===== config.mk =====
export PLATFORM = sky130hd
export DESIGN_NAME = wake_timer
export DESIGN_NICKNAME = d
export VERILOG_FILES = /design/src/verilog/wake_timer_pkg.sv /design/src/verilog/wake_tick_if.sv /design/src/verilog/wake_tick_gen.sv /design/src/verilog/wake_timer.sv
export SDC_FILE = /design/constraint.sdc
export NUM_CORES = 1
export LEC_CHECK = 0
export BUFFER_PORTS_ARGS = -buffer_cell sky130_fd_sc_hd__clkbuf_2
export CAP_MARGIN = 20
export CORE_MARGIN = 10
export CORE_UTILIZATION = 55
export DETAILED_ROUTE_END_ITERATION = 16
export PLACE_DENSITY = 0.76
export SLEW_MARGIN = 30
export SYNTH_ARGS = -nofsm -noshare
export SYNTH_HDL_FRONTEND = slang
export SYNTH_SLANG_ARGS = --single-unit

===== constraint.sdc =====
create_clock -name clk -period 1.8 [get_ports clk]
set_input_delay 0.18 -clock clk [delete_from_list [all_inputs] [get_ports clk]]
set_output_delay 0.18 -clock clk [all_outputs]
set_load 0.02 [all_outputs]

===== src/verilog/wake_timer_pkg.sv =====
// Constants and types shared by the always-on wake timer design.
// What this block does
// RULE1 - Timer keeps running while fabric is powered down
// RULE2 - Fabric supplies 16-bit wake count preset
// RULE3 - Wake timer advances at 1 kHz
// RULE4 - Sleep request drives power switch low
// RULE5 - Test trigger enters test mode
// RULE6 - Calibration tick output at 16 kHz
// RULE7 - Test mode exposes pre-stage power switch value
// RULE8 - Wake strobe high forces power switch on
// RULE9 - Power switch 0 means down, 1 up
// RULE10 - Timer expiry after sleep wakes fabric again
package wake_timer_pkg;

  // ==========================================================================
  // Timing.
  localparam int unsigned clk_hz = 50_000_000;
  localparam int unsigned tick_hz = 1_000;
  localparam int unsigned cal_hz = 16_000;
  // Cycles per tick, rounded down as a shortest period.
  localparam int unsigned tick_cycles = clk_hz / tick_hz;
  // The calibration output toggles twice per period.
  localparam int unsigned cal_half_cycles = clk_hz / (cal_hz * 2);

  // ==========================================================================
  // Widths and reset values.
  localparam int unsigned count_w = 16;
  localparam logic power_down = 1'h0;
  localparam logic power_up = 1'h1;
  localparam logic power_reset = 1'h1;

  typedef enum logic [1:0] {
    st_awake,
    st_sleeping
  } wake_state_t;

endpackage : wake_timer_pkg


===== src/verilog/wake_tick_if.sv =====
// Interface carrying the tick divider outputs to the main timer.
`timescale 1ns/10ps
`default_nettype none
interface wake_tick_if;
  logic tick;
  logic cal_clk;
  modport source (output tick, output cal_clk);
  modport sink (input tick, input cal_clk);
endinterface : wake_tick_if
`default_nettype wire


===== src/verilog/wake_tick_gen.sv =====
// Tick divider: 1 kHz timer tick and 16 kHz calibration clock.
`timescale 1ns/10ps
`default_nettype none
module wake_tick_gen #(
  parameter int unsigned tick_div = wake_timer_pkg::tick_cycles,
  parameter int unsigned cal_div = wake_timer_pkg::cal_half_cycles
) (
  // Clock and reset
  input wire logic clk,
  input wire logic arst_n,
  // Tick outputs
  wake_tick_if.source ticks
);

  // ==========================================================================
  // Counters.
  logic [31:0] tick_cnt;
  logic [31:0] cal_cnt;
  logic tick;
  logic cal_clk;
  wire tick_wrap = (tick_cnt == 32'(tick_div - 1));
  wire cal_wrap = (cal_cnt == 32'(cal_div - 1));

  always_ff @(posedge clk or negedge arst_n) begin
    if (!arst_n) begin
      tick_cnt <= 32'h0;
      tick <= 1'h0;
    end else begin
      tick_cnt <= tick_wrap ? 32'h0 : tick_cnt + 32'h1; // RULE3
      tick <= tick_wrap; // RULE3
    end
  end

  always_ff @(posedge clk or negedge arst_n) begin
    if (!arst_n) begin
      cal_cnt <= 32'h0;
      cal_clk <= 1'h0;
    end else begin
      cal_cnt <= cal_wrap ? 32'h0 : cal_cnt + 32'h1;
      if (cal_wrap) begin
        cal_clk <= ~cal_clk; // RULE6
      end
    end
  end

  assign ticks.tick = tick;
  assign ticks.cal_clk = cal_clk;

endmodule : wake_tick_gen
`default_nettype wire


===== src/verilog/wake_timer.sv =====
// Always-on wake timer driving the fabric power switch.
`timescale 1ns/10ps
`default_nettype none
module wake_timer #(
  parameter int unsigned count_w = wake_timer_pkg::count_w,
  parameter int unsigned tick_div = wake_timer_pkg::tick_cycles,
  parameter int unsigned cal_div = wake_timer_pkg::cal_half_cycles
) (
  // Clock and reset, from the always-on domain
  input wire logic clk,
  input wire logic arst_n,
  // Fabric side
  input wire logic [count_w-1:0] wake_count,
  input wire logic sleep_req,
  input wire logic test_trigger,
  output logic cal_tick,
  output logic test_power_copy,
  // External side
  input wire logic wake_strobe,
  output logic power_switch
);

  // ==========================================================================
  // Input synchronisers. The fabric may be unpowered or on another clock,
  // so sleep_req, test_trigger and wake_strobe pass two flops before use.
  logic [2:0] sync1;
  logic [2:0] sync2;
  wire [2:0] raw_in = {wake_strobe, test_trigger, sleep_req};

  always_ff @(posedge clk or negedge arst_n) begin
    if (!arst_n) begin
      sync1 <= 3'h0;
      sync2 <= 3'h0;
    end else begin
      sync1 <= raw_in;
      sync2 <= sync1;
    end
  end

  wire sleep_s = sync2[0];
  wire test_s = sync2[1];
  wire strobe_s = sync2[2];

  // ==========================================================================
  // Tick source.
  wake_tick_if ticks ();

  wake_tick_gen #(
    .tick_div(tick_div),
    .cal_div(cal_div)
  ) u_tick (
    .clk(clk),
    .arst_n(arst_n),
    .ticks(ticks)
  );

  // ==========================================================================
  // Sleep state machine. The preset is captured on the sleep edge because
  // the fabric cannot hold it valid once it loses power.
  wake_timer_pkg::wake_state_t state;
  wake_timer_pkg::wake_state_t next_state;
  logic [count_w-1:0] remain;
  logic [count_w-1:0] next_remain;
  logic sleep_prev;
  logic power;
  logic test_mode;
  wire sleep_rise = sleep_s & ~sleep_prev;
  wire expired = ticks.tick && (remain == '0);

  always_comb begin
    next_state = state;
    next_remain = remain;
    case (state)
      wake_timer_pkg::st_awake: begin
        if (sleep_rise && !strobe_s) begin
          next_state = wake_timer_pkg::st_sleeping; // RULE4
          next_remain = wake_count; // RULE2
        end
      end
      wake_timer_pkg::st_sleeping: begin
        if (strobe_s) begin
          next_state = wake_timer_pkg::st_awake; // RULE8
        end else if (expired) begin
          next_state = wake_timer_pkg::st_awake; // RULE10
        end else if (ticks.tick) begin
          next_remain = remain - 1'b1; // RULE1
        end
      end
      default: begin
        next_state = wake_timer_pkg::st_awake;
      end
    endcase
  end

  // Power-on while awake keeps the fabric alive after reset.
  wire next_power = (next_state == wake_timer_pkg::st_sleeping) ?
                    wake_timer_pkg::power_down :
                    wake_timer_pkg::power_up; // RULE9

  always_ff @(posedge clk or negedge arst_n) begin
    if (!arst_n) begin
      state <= wake_timer_pkg::st_awake;
      remain <= '0;
      sleep_prev <= 1'h0;
      power <= wake_timer_pkg::power_reset;
      test_mode <= 1'h0;
    end else begin
      state <= next_state;
      remain <= next_remain;
      sleep_prev <= sleep_s;
      power <= next_power;
      test_mode <= test_s; // RULE5
    end
  end

  // ==========================================================================
  // Outputs.
  assign power_switch = power;
  assign cal_tick = ticks.cal_clk; // RULE6
  assign test_power_copy = test_mode & power; // RULE7

endmodule : wake_timer
`default_nettype wire


# Word-level counts from Yosys, hierarchy flattened

Cells that the tools add are included.

Output and inout port bits: 3
Register bits after elaboration: 93

Bitwise logic cells: 4
$add $sub $neg: 3
Multiplexer cells: 12
Equal/unequal tests: 8
Reduce and logical (&&, ||, !) cells: 7

Operators with widths:

| operator              | count |
|---|---|
| $add 32x1->32 const B | 2 |
| $mux 16               | 4 |
| $mux 32               | 2 |
| $eq 32x11->1 const B  | 1 |
| $eq 32x16->1 const B  | 1 |
| $pmux 16 s2           | 1 |
| $logic_not 16->1      | 1 |
| $sub 16x1->16 const B | 1 |
| $mux 2                | 3 |
| $ne 2x2->1 const B    | 3 |
| $reduce_and 5->1      | 1 |
| $eq 2x1->1 const B    | 2 |
| $pmux 2 s2            | 1 |
| $and 1x1->1           | 2 |
| $logic_and 1x1->1     | 2 |
| $logic_not 2->1       | 1 |
| $ne 2x1->1 const B    | 1 |
| $not 1->1             | 2 |
| $reduce_bool 2->1     | 1 |
| $logic_not 1->1       | 1 |
| $mux 1                | 1 |

# Logic depth before layout (Yosys ltp)

Gate-level depths: netlist of run 1.

Word-level depth: 7
Gate-level depth with buffers: 8
Mapped depth without buffers: 7

# Modules after synthesis

Synthesis of run 1 repeated with hierarchy kept, for this count alone.

Cells, all modules: 464
Area total of the unflattened synthesis: 4808.4 um^2

By module, submodules not included:

| module        | cells an instance | area each (um^2) | instances |
|---|---|---|---|
| wake_tick_gen | 297               | 3198.1           | 1 |
| wake_timer    | 167               | 1610.3           | 1 |

# Worst setup path before layout of run 1

OpenSTA, ideal clock, no wires.

Kind: register -> register
From: register state[1]
To: register remain[3]
Cell stages (with the launch flop): 5
Data required time: 1.679 ns
Clock period less this slack: 1.838 ns
Arrival: 1.717 ns
Slack: -0.038 ns
Cell sequence: dfrtp_1 clkbuf_1 nor4_1 nor2_2 o22a_1

Cells in the longest elaborated chain, start to end: 3

Ends and longest elaborated chain:

| what                                                | line              | RTL |
|---|---|---|
| start: declaration                                  | wake_timer.sv:60  | `wake_timer_pkg::wake_state_t state;` |
| start signal: assignment                            | wake_timer.sv:102 | `state <= wake_timer_pkg::st_awake;` |
| start signal: assignment                            | wake_timer.sv:108 | `state <= next_state;` |
| $eq 2x1->1 or $logic_not 2->1 (tied branches)       | wake_timer.sv:73  | `case (state)` |
| $ne 2x1->1 (no source line) (tied with other cells) | --                |  |
| $reduce_and 5->1 (no source line)                   | --                |  |
| end signal: assignment                              | wake_timer.sv:109 | `remain <= next_remain;` |
| end: declaration                                    | wake_timer.sv:62  | `logic [count_w-1:0] remain;` |

Parallel ways exist; a longest one is shown, timed or not.
A chain may end at the register's enable or synchronous reset.

# Worst setup path in the final report of run 1

From: register remain[0]
To: register remain[1]

Cells in the longest elaborated chain, start to end: 5

Ends and longest elaborated chain:

| what          | line             | RTL |
|---|---|---|
| $sub 16x1->16 | wake_timer.sv:86 | `next_remain = remain - 1'b1;` |
| $mux 16       | wake_timer.sv:85 | `end else if (ticks.tick) begin` |
| $mux 16       | wake_timer.sv:83 | `end else if (expired) begin` |
| $mux 16       | wake_timer.sv:81 | `if (strobe_s) begin` |
| $pmux 16 s2   | wake_timer.sv:73 |  |

Parallel ways exist; a longest one is shown, timed or not. The select of a mux whose other input is x is not followed.

==> results.txt, run 1 <==
Top Family by Delay on Critical Path: buffers and inverters
Die area: 12,100 µm²
DRC errors left: 0
Post-synth EDFFs: 0
Final Max Slew Viols: 0
Hold Vio Cnt, Final: 0
Mapped cell area: 4460 µm²
Design Power: 0.00453 W
Power share of the sequential group: 50.2%
Core ar.: 7810 µm²
Worst-case clock buffer depth: 2
CTS tree: yes
Cts bufs inserted: 9
DR vias: 3,621
Failing checks: setup timing
Syn avg cell area: 10.2 µm²
Worst endpoint data arrival time: 2.12 ns
Post-route cell area: 5640 µm²
Hold_ws: 0.0857 ns
Static Leakage: 2.62 nW
Worst-path maximum fanout: 5
Initial antenna violation count: 0
Logic gate share of total power: 12.7%
Sequential share of the synthesized area: 52.2%
Area Growth Syn to Fin: 26.4%
Final WL: 10,200 µm
Critical Path End Type: flip-flop
WP data required: 2.05 ns
Switch Pwr: 0.00114 W
Routed wire length per instance: 15.7 µm
Clock skew after layout: 0.0156 ns
GRT overflow: 0
Initial core utilization: 57.1%
Vias in the first global route: 3,434
Predominant post-synthesis flop cell: dfrtp_1
Commonest cells after routing, fill and taps aside: 91 x dfrtp_1, 71 x buf_4, 54 x nor2_1
Root Buffer: clkbuf_8
Asr flop ratio synth: 100%
Switch share: 25.1%
Clock latency on the worst-skew pair: 0.36 ns
YS warnings: 0
Post-DP Area: 5140 µm²
Crit Path Class: flip-flop to flip-flop
Crit path largest cell delay: 0.43 ns
CTS clock-pin slew for the worst setup and hold paths: 0.10 ns
Fin crit share: 104%
Clock sink total: 93
Final ANT Viol Nets: 0
Number of max-cap violations: 0
Crit-path slowest cell: dfrtp_1
Routability cong.: 0.904
Via-per-instance ratio: 5.60
Pwr/cell area: 803 nW/µm²
Share of cells above drive strength 1: 27.2%
Buf/Inv on CP: 4
Clock network power share: 37.1%
Fmax: 534 MHz
PnR worst setup slack: -0.0714 ns
Drt pass-1 iters: 5
First-pass GRT wire length: 16,400 µm
Largest net degree at the start of global routing: 50
Seq cells post-synth: 93
Overall Global Routing Usage: 17.0%
Post-DP HPWL: 6920 µm
Iter 0 DRT Violations: 139
PortBufs: 23
# setup viols final: 15
Cell Chain, Critical Path: inv_2 > ha_4 > nand3b_1 > nor3_2 > buf_4 > a311oi_2 > buf_4 > buf_4 > o21ai_1 > o21ai_0
Most frequent CP cell: buf_4
Die width: 110 µm
Peak supply drop: 0.000452 V
Synth Instances: 439
Final Net Count: 566
Setup TNS: -0.470 ns
Mapped Nets: 465
IO Count: 24
Type of origin of the critical path: flip-flop
Min Clock Period, post-route: 1.87 ns
Die span in y: 110 µm
Hold Crit Class: primary input to flip-flop
Leading cell type in the layout, fill and taps excluded: dfrtp_1
RSZ-0062 raised after global routing: yes
Internal power: 0.00339 W
ANT cells: 0
Post-Place Setup Slack: -0.0620 ns
Library cells used by synthesis: 54
Status: complete, but fails checks
H-tree depth: 3
Std-Cell Rows: 32
==> Yosys cell counts (all sizes together), types with 3 or more instances <==
| library cell | instances | area [µm²] |
|---|---|---|
| o21ai | 9 | 45.0 |
| nor4 | 15 | 93.8 |
| nand4 | 15 | 100 |
| a22oi | 5 | 37.5 |
| nand3 | 21 | 105 |
| xnor2 | 26 | 228 |
| nand2 | 33 | 124 |
| dfrtp | 92 | 2300 |
| nand2b | 4 | 25.0 |
| clkbuf | 6 | 22.5 |
| buf | 3 | 21.3 |
| xor2 | 35 | 307 |
| and2 | 5 | 31.3 |
| a21oi | 13 | 65.1 |
| nor4b | 3 | 26.3 |
| nor2 | 55 | 209 |
| o2bb2ai | 3 | 26.3 |
| nor3 | 21 | 131 |
| o22ai | 5 | 31.3 |
| and4 | 5 | 43.8 |
| inv | 17 | 63.8 |
| or4 | 4 | 33.8 |
| and3 | 10 | 62.6 |
| ha | 5 | 62.6 |
==> cell families after synthesis <==
group | share of synthesized area [%]
AND/OR/NAND/NOR | 23.3
flip-flops | 52.2
XOR/XNOR | 12.0
AO/OA/AOI/OAI | 8.47
buffers and inverters | 2.50
adder cells (fa/ha/maj) | 1.40
other | 0.0841
==> power by group through the flow <==
stage	registers [W]	clock network [W]	logic [W]
2_1_floorplan	0.00230	0	0.000208
3_3_place_gp	0.00229	0	0.000476
3_5_place_dp	0.00230	0	0.000483
4_1_cts	0.00226	0.00170	0.000502
5_1_grt	0.00229	0.00178	0.000629
6_report	0.00227	0.00168	0.000573
==> flip-flops by register name, summed over array words and instances (netlist names) <==
register	flops
u_tick.cal_cnt	32
u_tick.tick_cnt	32
remain	16
sync1	3
sync2	3
state	2
power_switch	1
sleep_prev	1
test_mode	1
u_tick.ticks.cal_clk	1
u_tick.ticks.tick	1
==> per-stage QoR <==
| step | instances | util [%] |
|---|---|---|
| after floorplan | 439 | - |
| after global placement | 616 | 65.8 |
| after detailed placement | 616 | 65.8 |
| after CTS | 637 | 69.8 |
| after global routing | 647 | 72.2 |
| final | 647 | 72.2 |
==> routing by layer <==
layer  vias up  routed length, µm  global-route usage [%]
met5         -                  0                       0
met4         0                139                    4.74
met3        14                597                    4.12
met2       114               4910                    27.2
met1      1736               4550                    22.5
li1       1757                  -                       -
==> area by class of cell <==
class | instances | area (µm²)
multi-input combinational | 319 | 2150
clock inverter | 7 | 120
tap | 102 | 128
timing repair buffer | 99 | 714
clock buffer | 9 | 124
inverter | 18 | 67.6
sequential | 93 | 2330
fill | 568 | 2170
==> timing repair <==
action,CTS,global route
resized for setup,6,28
hold endpoints to repair,89,0
pin swaps,2,10
gates cloned,0,0
endpoints found under the setup margin,10,29
setup buffers,1,10
hold buffers,4,0
==> final timing paths <==
check	start	endpoint	slack, ns	cells after the start
min in group asynchronous	arst_n	remain[2]	0.18	2
worst max register to register	remain[0]	remain[1]	-0.07	10
worst max-delay path	remain[0]	remain[1]	-0.07	10
max in group asynchronous	arst_n	u_tick.cal_cnt[2]	0.93	3
worst min-delay path	wake_count[0]	remain[0]	0.09	2
worst min register to register	sync2[1]	test_mode	0.36	0
Note: power is estimated with default switching activity, not from simulation.
==> run 2: changes to the inputs <==
--- a/config.mk
+++ b/config.mk
@@ -14,4 +14,5 @@
 export SLEW_MARGIN = 30
 export SYNTH_ARGS = -nofsm -noshare
 export SYNTH_HDL_FRONTEND = slang
+export SYNTH_HIERARCHICAL = 1
 export SYNTH_SLANG_ARGS = --single-unit
==> run 2 against run 1 <==
  * Area after synthesis rose by 7.8%
  * Via count rose by 11%
  * Total power fell by 2.3%
  * Final area rose by 3.2%
  * Synthesized cell count rose by 5.7%
  * Die area rose by 6.4%
  * Critical path depth fell by 6
  * The run still ends with setup timing left
  * Clock power fell by 7%
==> results.txt, run 2 <==
Final WL: 11,600 µm
Worst endpoint data arrival time: 2.08 ns
FF/Latch Area: 2330 µm²
Library cells used by synthesis: 63
Die width: 114 µm
GRT overflow: 0
Cell Chain, Critical Path: or3_4 > nor3_1 > o211ai_1 > a311o_1
Reg2reg setup slack: -0.03 ns
Vias in the first global route: 4,016
RSZ-0062 raised after global routing: yes
Logic gate share of total power: 12.2%
# setup viols final: 1
Cts bufs inserted: 9
Synth cell count leaders: 92 x dfrtp_1, 39 x xnor2_1, 32 x nand3_1
Fin crit share: 102%
Crit-path slowest cell: dfrtp_2
Post-DP Area: 5400 µm²
Worst Setup SP: remain[2]
Number of max-cap violations: 0
Mapped Nets: 490
Post-route cell area: 5820 µm²
Drt pass-1 iters: 5
Initial core utilization: 55.7%
Sequential share of the synthesized area: 48.4%
Power share of the sequential group: 52.5%
Critical Path End Type: flip-flop
Clock network power share: 35.3%
ANT cells: 0
CTS tree: yes
Worst-case clock buffer depth: 2
Largest regs: u_tick/cal_cnt x32, u_tick/tick_cnt x32, remain x16
Crit path largest cell delay: 0.49 ns
Leading cell type in the layout, fill and taps excluded: dfrtp_1
Initial antenna violation count: 0
Clock sink total: 93
Core ar.: 8640 µm²
Largest net degree at the start of global routing: 40
Share of the synthesized area in the top cell type: 47.9%
Hold_sp: wake_count[3]
Clock latency on the worst-skew pair: 0.35 ns
Routed wire length per instance: 17.7 µm
Peak supply drop: 0.000440 V
Slew @ Worst Pin: 0.554 ns
DRC errors left: 0
Die span in y: 114 µm
Iter 0 DRT Violations: 352
Post-Place Setup Slack: -0.0514 ns
Syn avg cell area: 10.4 µm²
Status: complete, but fails checks
Share of cells above drive strength 1: 24.5%
Placed insts: 631
Switch Pwr: 0.00117 W
Hold Vio Cnt, Final: 0
Hold_ws: 0.0579 ns
Type of origin of the critical path: flip-flop
PnR worst setup slack: -0.0338 ns
FF-to-FF path depth: 4
Area Growth Syn to Fin: 21.0%
CTS clock-pin slew for the worst setup and hold paths: 0.09 ns
Std-Cell Rows: 34
Slew Limit Headroom: 63.0%
Hold Crit Class: primary input to flip-flop
Static Leakage: 2.58 nW
Pwr/cell area: 760 nW/µm²
WP data required: 2.04 ns
Area of the multi-input gates: 2480 µm²
Seq cells post-synth: 93
Reg2reg end: remain[5]
Final Net Count: 569
Asr flop ratio synth: 100%
Via-per-instance ratio: 6.15
Worst-path maximum fanout: 9
Synth Instances: 464
Fmax: 545 MHz
Clock skew after layout: 0.00840 ns
Internal power: 0.00325 W
Die area: 12,900 µm²
Crit Path Class: flip-flop to flip-flop
PortBufs: 23
Switch share: 26.4%
Min Clock Period, post-route: 1.83 ns
CP endpoint: remain[5]
Root Buffer: clkbuf_8
Most numerous cell in the Yosys netlist: dfrtp_1
FF-to-FF Start: remain[2]
Routability cong.: 0.930
H-tree depth: 3
Post-DP HPWL: 8090 µm
Overall Global Routing Usage: 18.1%
Final non-filler cell total: 656
Mapped cell area: 4810 µm²
Filler cell count: 648
Synth area leaders: dfrtp_1 48%, xnor2_1 7.1%, xor2_1 4.0%, nand4_1 3.5%, nand3_1 3.3%
DR vias: 4,033
Post-synth EDFFs: 0
YS warnings: 6
Commonest cells after routing, fill and taps aside: 90 x dfrtp_1, 53 x buf_4, 39 x xnor2_1
Predominant post-synthesis flop cell: dfrtp_1
Final ANT Viol Nets: 0
First-pass GRT wire length: 19,500 µm
Failing checks: setup timing
IO Count: 24
Post-synth top area cell: dfrtp_1
Final Max Slew Viols: 0
run 2: area by class of cell:
cell class | instances | share of cell area, %
clock buffer | 11 | 2.43
clock inverter | 5 | 1.42
inverter | 13 | 0.839
multi-input combinational | 344 | 42.6
sequential | 93 | 40.1
tap | 108 | 2.32
timing repair buffer | 82 | 10.3
run 2: worst min-delay path by stage:
| stage | to | slack [ns] | cells after the start |
|---|---|---|---|
| floorplan | remain[0] | -0.12 | 0 |
| global placement | u_tick/cal_cnt[27] | 0.20 | 1 |
| detailed placement | u_tick/cal_cnt[27] | 0.21 | 1 |
| CTS | remain[3] | 0.04 | 2 |
| global route | remain[3] | 0.06 | 2 |
| finish | remain[3] | 0.06 | 2 |
run 2: what timing repair did:
action	CTS	global route
buffers inserted	0	4
pin swaps	0	10
resized for setup	6	18
gates cloned	0	1
endpoints found under the setup margin	5	30
endpoints found under the hold margin	39	0
hold buffers	4	0
run 2: cell families (layout without fill, tap and decap cells):
kind of cell	after synthesis	after routing	synth area share, %
other cells	1	1	0.0780
simple gates	216	217	27.5
xor+xnor	61	61	11.1
fa+ha+maj	5	5	1.30
buf+inv	28	111	2.55
compound gates	60	60	9.06
flops	93	93	48.4
run 2: worst max-delay path: cells and delay by family (launching register included):
kind	cells	cell delay, ns
DFF	1	0.49
AOI/OAI and AO/OA	2	0.52
and+or+nand+nor	2	0.72
run 2: through the flow:
| step | total power [W] | setup TNS (ns) | utilization (%) |
|---|---|---|---|
| 2_1_floorplan | 0.00258 | 0 | - |
| 6_report | 0.00442 | -0.0338 | 67.4 |
| 3_3_place_gp | 0.00281 | 0 | 62.5 |
| 3_5_place_dp | 0.00284 | -0.0999 | 62.5 |
| 5_1_grt | 0.00459 | -0.750 | 67.4 |
| 4_1_cts | 0.00441 | -0.00357 | 65.9 |
run 2: metal layers:
layer | global-route usage (%) | vias up | share of wire (%)
met5 | 0 | - | 0
met4 | 7.11 | 0 | 2.6
met3 | 3.94 | 32 | 5.8
met2 | 28.8 | 164 | 48
met1 | 23.5 | 1966 | 44
li1 | - | 1871 | -
run 2: power groups by stage:
stage | logic (W) | clock network [W] | registers [W]
floorplan | 0.000266 | 0 | 0.00232
global placement | 0.000475 | 0 | 0.00234
detailed placement | 0.000493 | 0 | 0.00235
CTS | 0.000508 | 0.00159 | 0.00231
global route | 0.000589 | 0.00167 | 0.00234
finish | 0.000541 | 0.00156 | 0.00232
==> run 3: changes to the inputs <==
--- a/config.mk
+++ b/config.mk
@@ -7,6 +7,7 @@
 export LEC_CHECK = 0
 export BUFFER_PORTS_ARGS = -buffer_cell sky130_fd_sc_hd__clkbuf_2
 export CAP_MARGIN = 20
+export CORE_ASPECT_RATIO = 0.6
 export CORE_MARGIN = 10
 export CORE_UTILIZATION = 55
 export DETAILED_ROUTE_END_ITERATION = 16
==> run 3 against run 2 <==
  * The flow still finishes with violations (setup timing)
  * Core utilization rose by 3.3 points
  * Final area is 3.5% higher
  * Routed wire length is 5.8% higher
  * First-iteration DRC count is 38% higher
  * Critical path depth stayed put
  * Cell count is 1.4% higher
  * Highest routed layer unchanged
==> results.txt, run 3 (same netlist as run 2, synthesis figures left out) <==
Area Growth Syn to Fin: 25.2%
Critical Path End Type: flip-flop
Final Max Slew Viols: 0
Post-route cell area: 6020 µm²
Hold Path Sink: remain[3]
PnR worst setup slack: -0.00546 ns
Post-DP Area: 5440 µm²
Largest net degree at the start of global routing: 94
Routability cong.: 0.949
Status: complete, but fails checks
Final WL: 12,300 µm
Final Net Count: 574
Area of the multi-input gates: 2520 µm²
FF/Latch Area: 2330 µm²
Initial core utilization: 56.4%
Leading cell type in the layout, fill and taps excluded: dfrtp_1
H-tree depth: 3
IO Count: 24
WP data required: 2.04 ns
DR vias: 4,078
Die width: 141 µm
Via-per-instance ratio: 6.13
Hold Crit Class: primary input to flip-flop
Failing checks: setup timing
Die span in y: 92.4 µm
Hold_sp: wake_count[3]
Fmax: 554 MHz
Peak supply drop: 0.000872 V
Largest regs: u_tick/cal_cnt x32, u_tick/tick_cnt x32, remain x16
CTS clock-pin slew for the worst setup and hold paths: 0.07 ns
Reg2reg setup slack: -0.005 ns
Root Buffer: clkbuf_16
Reg2reg end: remain[7]
Vias in the first global route: 3,881
PortBufs: 23
Min Clock Period, post-route: 1.81 ns
Worst endpoint data arrival time: 2.05 ns
Slew @ Worst Pin: 0.504 ns
Die area: 13,000 µm²
Initial antenna violation count: 0
FF-to-FF Start: remain[2]
Setup TNS: -0.00546 ns
RSZ-0062 raised after global routing: yes
Hold depth: 2
Final ANT Viol Nets: 0
Share of cells above drive strength 1: 27.3%
Cts bufs inserted: 9
FF-to-FF path depth: 4
Hold Vio Cnt, Final: 0
Fin crit share: 100%
DRC errors left: 0
Crit Path Class: flip-flop to flip-flop
Worst-case clock buffer depth: 2
Type of origin of the critical path: flip-flop
Filler cell count: 618
Clock skew after layout: 0.00881 ns
Std-Cell Rows: 26
First-pass GRT wire length: 20,000 µm
Worst-path maximum fanout: 7
Overall Global Routing Usage: 19.1%
Number of max-cap violations: 0
Routed wire length per instance: 18.5 µm
CTS tree: yes
Clock latency on the worst-skew pair: 0.36 ns
Slew Limit Headroom: 66.4%
Iter 0 DRT Violations: 486
GRT overflow: 0
Drt pass-1 iters: 5
Commonest cells after routing, fill and taps aside: 89 x dfrtp_1, 61 x buf_4, 39 x xnor2_1
Pwr/cell area: 854 nW/µm²
# setup viols final: 1
Static Leakage: 2.62 nW
ANT cells: 0
Core ar.: 8520 µm²
Clock sink total: 93
Post-DP HPWL: 8540 µm
[run 3: cell types whose count changed in the layout (fill, tap and decap cells not counted), moves of 3 or more]
cell	delta
clkbuf_16	+9
clkbuf_8	-10
nor4_1	-3
nor4_2	+5
buf_4	+8
nor3_1	-3
clkinv_4	+3
a211oi_2	+4
a211oi_1	-4
[run 3: worst max-delay path, stage by stage, from the launching register on]
cell,delay [ns]
dfrtp_2,0.49
or3_4,0.46
nor4_4,0.42
a211oi_2,0.14
o22a_1,0.18
[run 3: worst max-delay path by stage]
| stage | start | slack [ns] | end | depth (start not counted) |
|---|---|---|---|---|
| final | remain[2] | -0.005 | remain[7] | 4 |
| after global routing | remain[2] | -0.09 | remain[7] | 4 |
| after CTS | remain[1] | -0.02 | remain[6] | 6 |
| after detailed placement | u_tick/cal_cnt[18] | -0.07 | u_tick/cal_cnt[29] | 4 |
| after global placement | remain[1] | -0.003 | remain[6] | 6 |
| after floorplan | remain[1] | 0.006 | remain[6] | 6 |
[run 3: through the flow]
stage               total power [W]  cells  setup WS, ns  hold slack (ns)  utilization, %
floorplan                   0.00258    464       0.00620           -0.116               -
global placement            0.00285    642      -0.00335            0.263            63.9
detailed placement          0.00286    642       -0.0677            0.270            63.9
CTS                         0.00507    662       -0.0200           0.0593            68.8
global route                0.00531    665       -0.0888           0.0589            70.7
finish                      0.00514    665      -0.00546           0.0630            70.7
[run 3: timing repair]
item | CTS | global route
endpoints found under the hold margin | 95 | 0
hold buffers | 4 | 0
gates resized for setup | 6 | 27
setup endpoints to repair | 6 | 37
setup buffers | 0 | 3
pin swaps | 0 | 15
[run 3: final cells by class]
cell class              instances  area share [%]
clock buffers                   9            3.74
clock inverters                 7            2.06
inverters                      13           0.810
repair buffers                 88            10.4
well taps                     112            2.33
flip-flops and latches         93            38.7
multi-input cells             343            41.9
[run 3: metal layers]
metal  track usage [%]  up-vias  part of all wire, %
met5                 0        -                    0
met4              4.97        0                 0.94
met3              6.78       15                  9.4
met2              25.9      174                   41
met1              27.8     1996                   48
li1                  -     1893                    -
[run 3: power breakdown]
group | internal, W | leakage [nW] | total [W] | switching [W]
sequential | 0.00219 | 1.21 | 0.00232 | 0.000137
clock | 0.00136 | 0.166 | 0.00221 | 0.000842
combinational | 0.000278 | 1.24 | 0.000616 | 0.000338
total | 0.00383 | 2.62 | 0.00514 | 0.00132
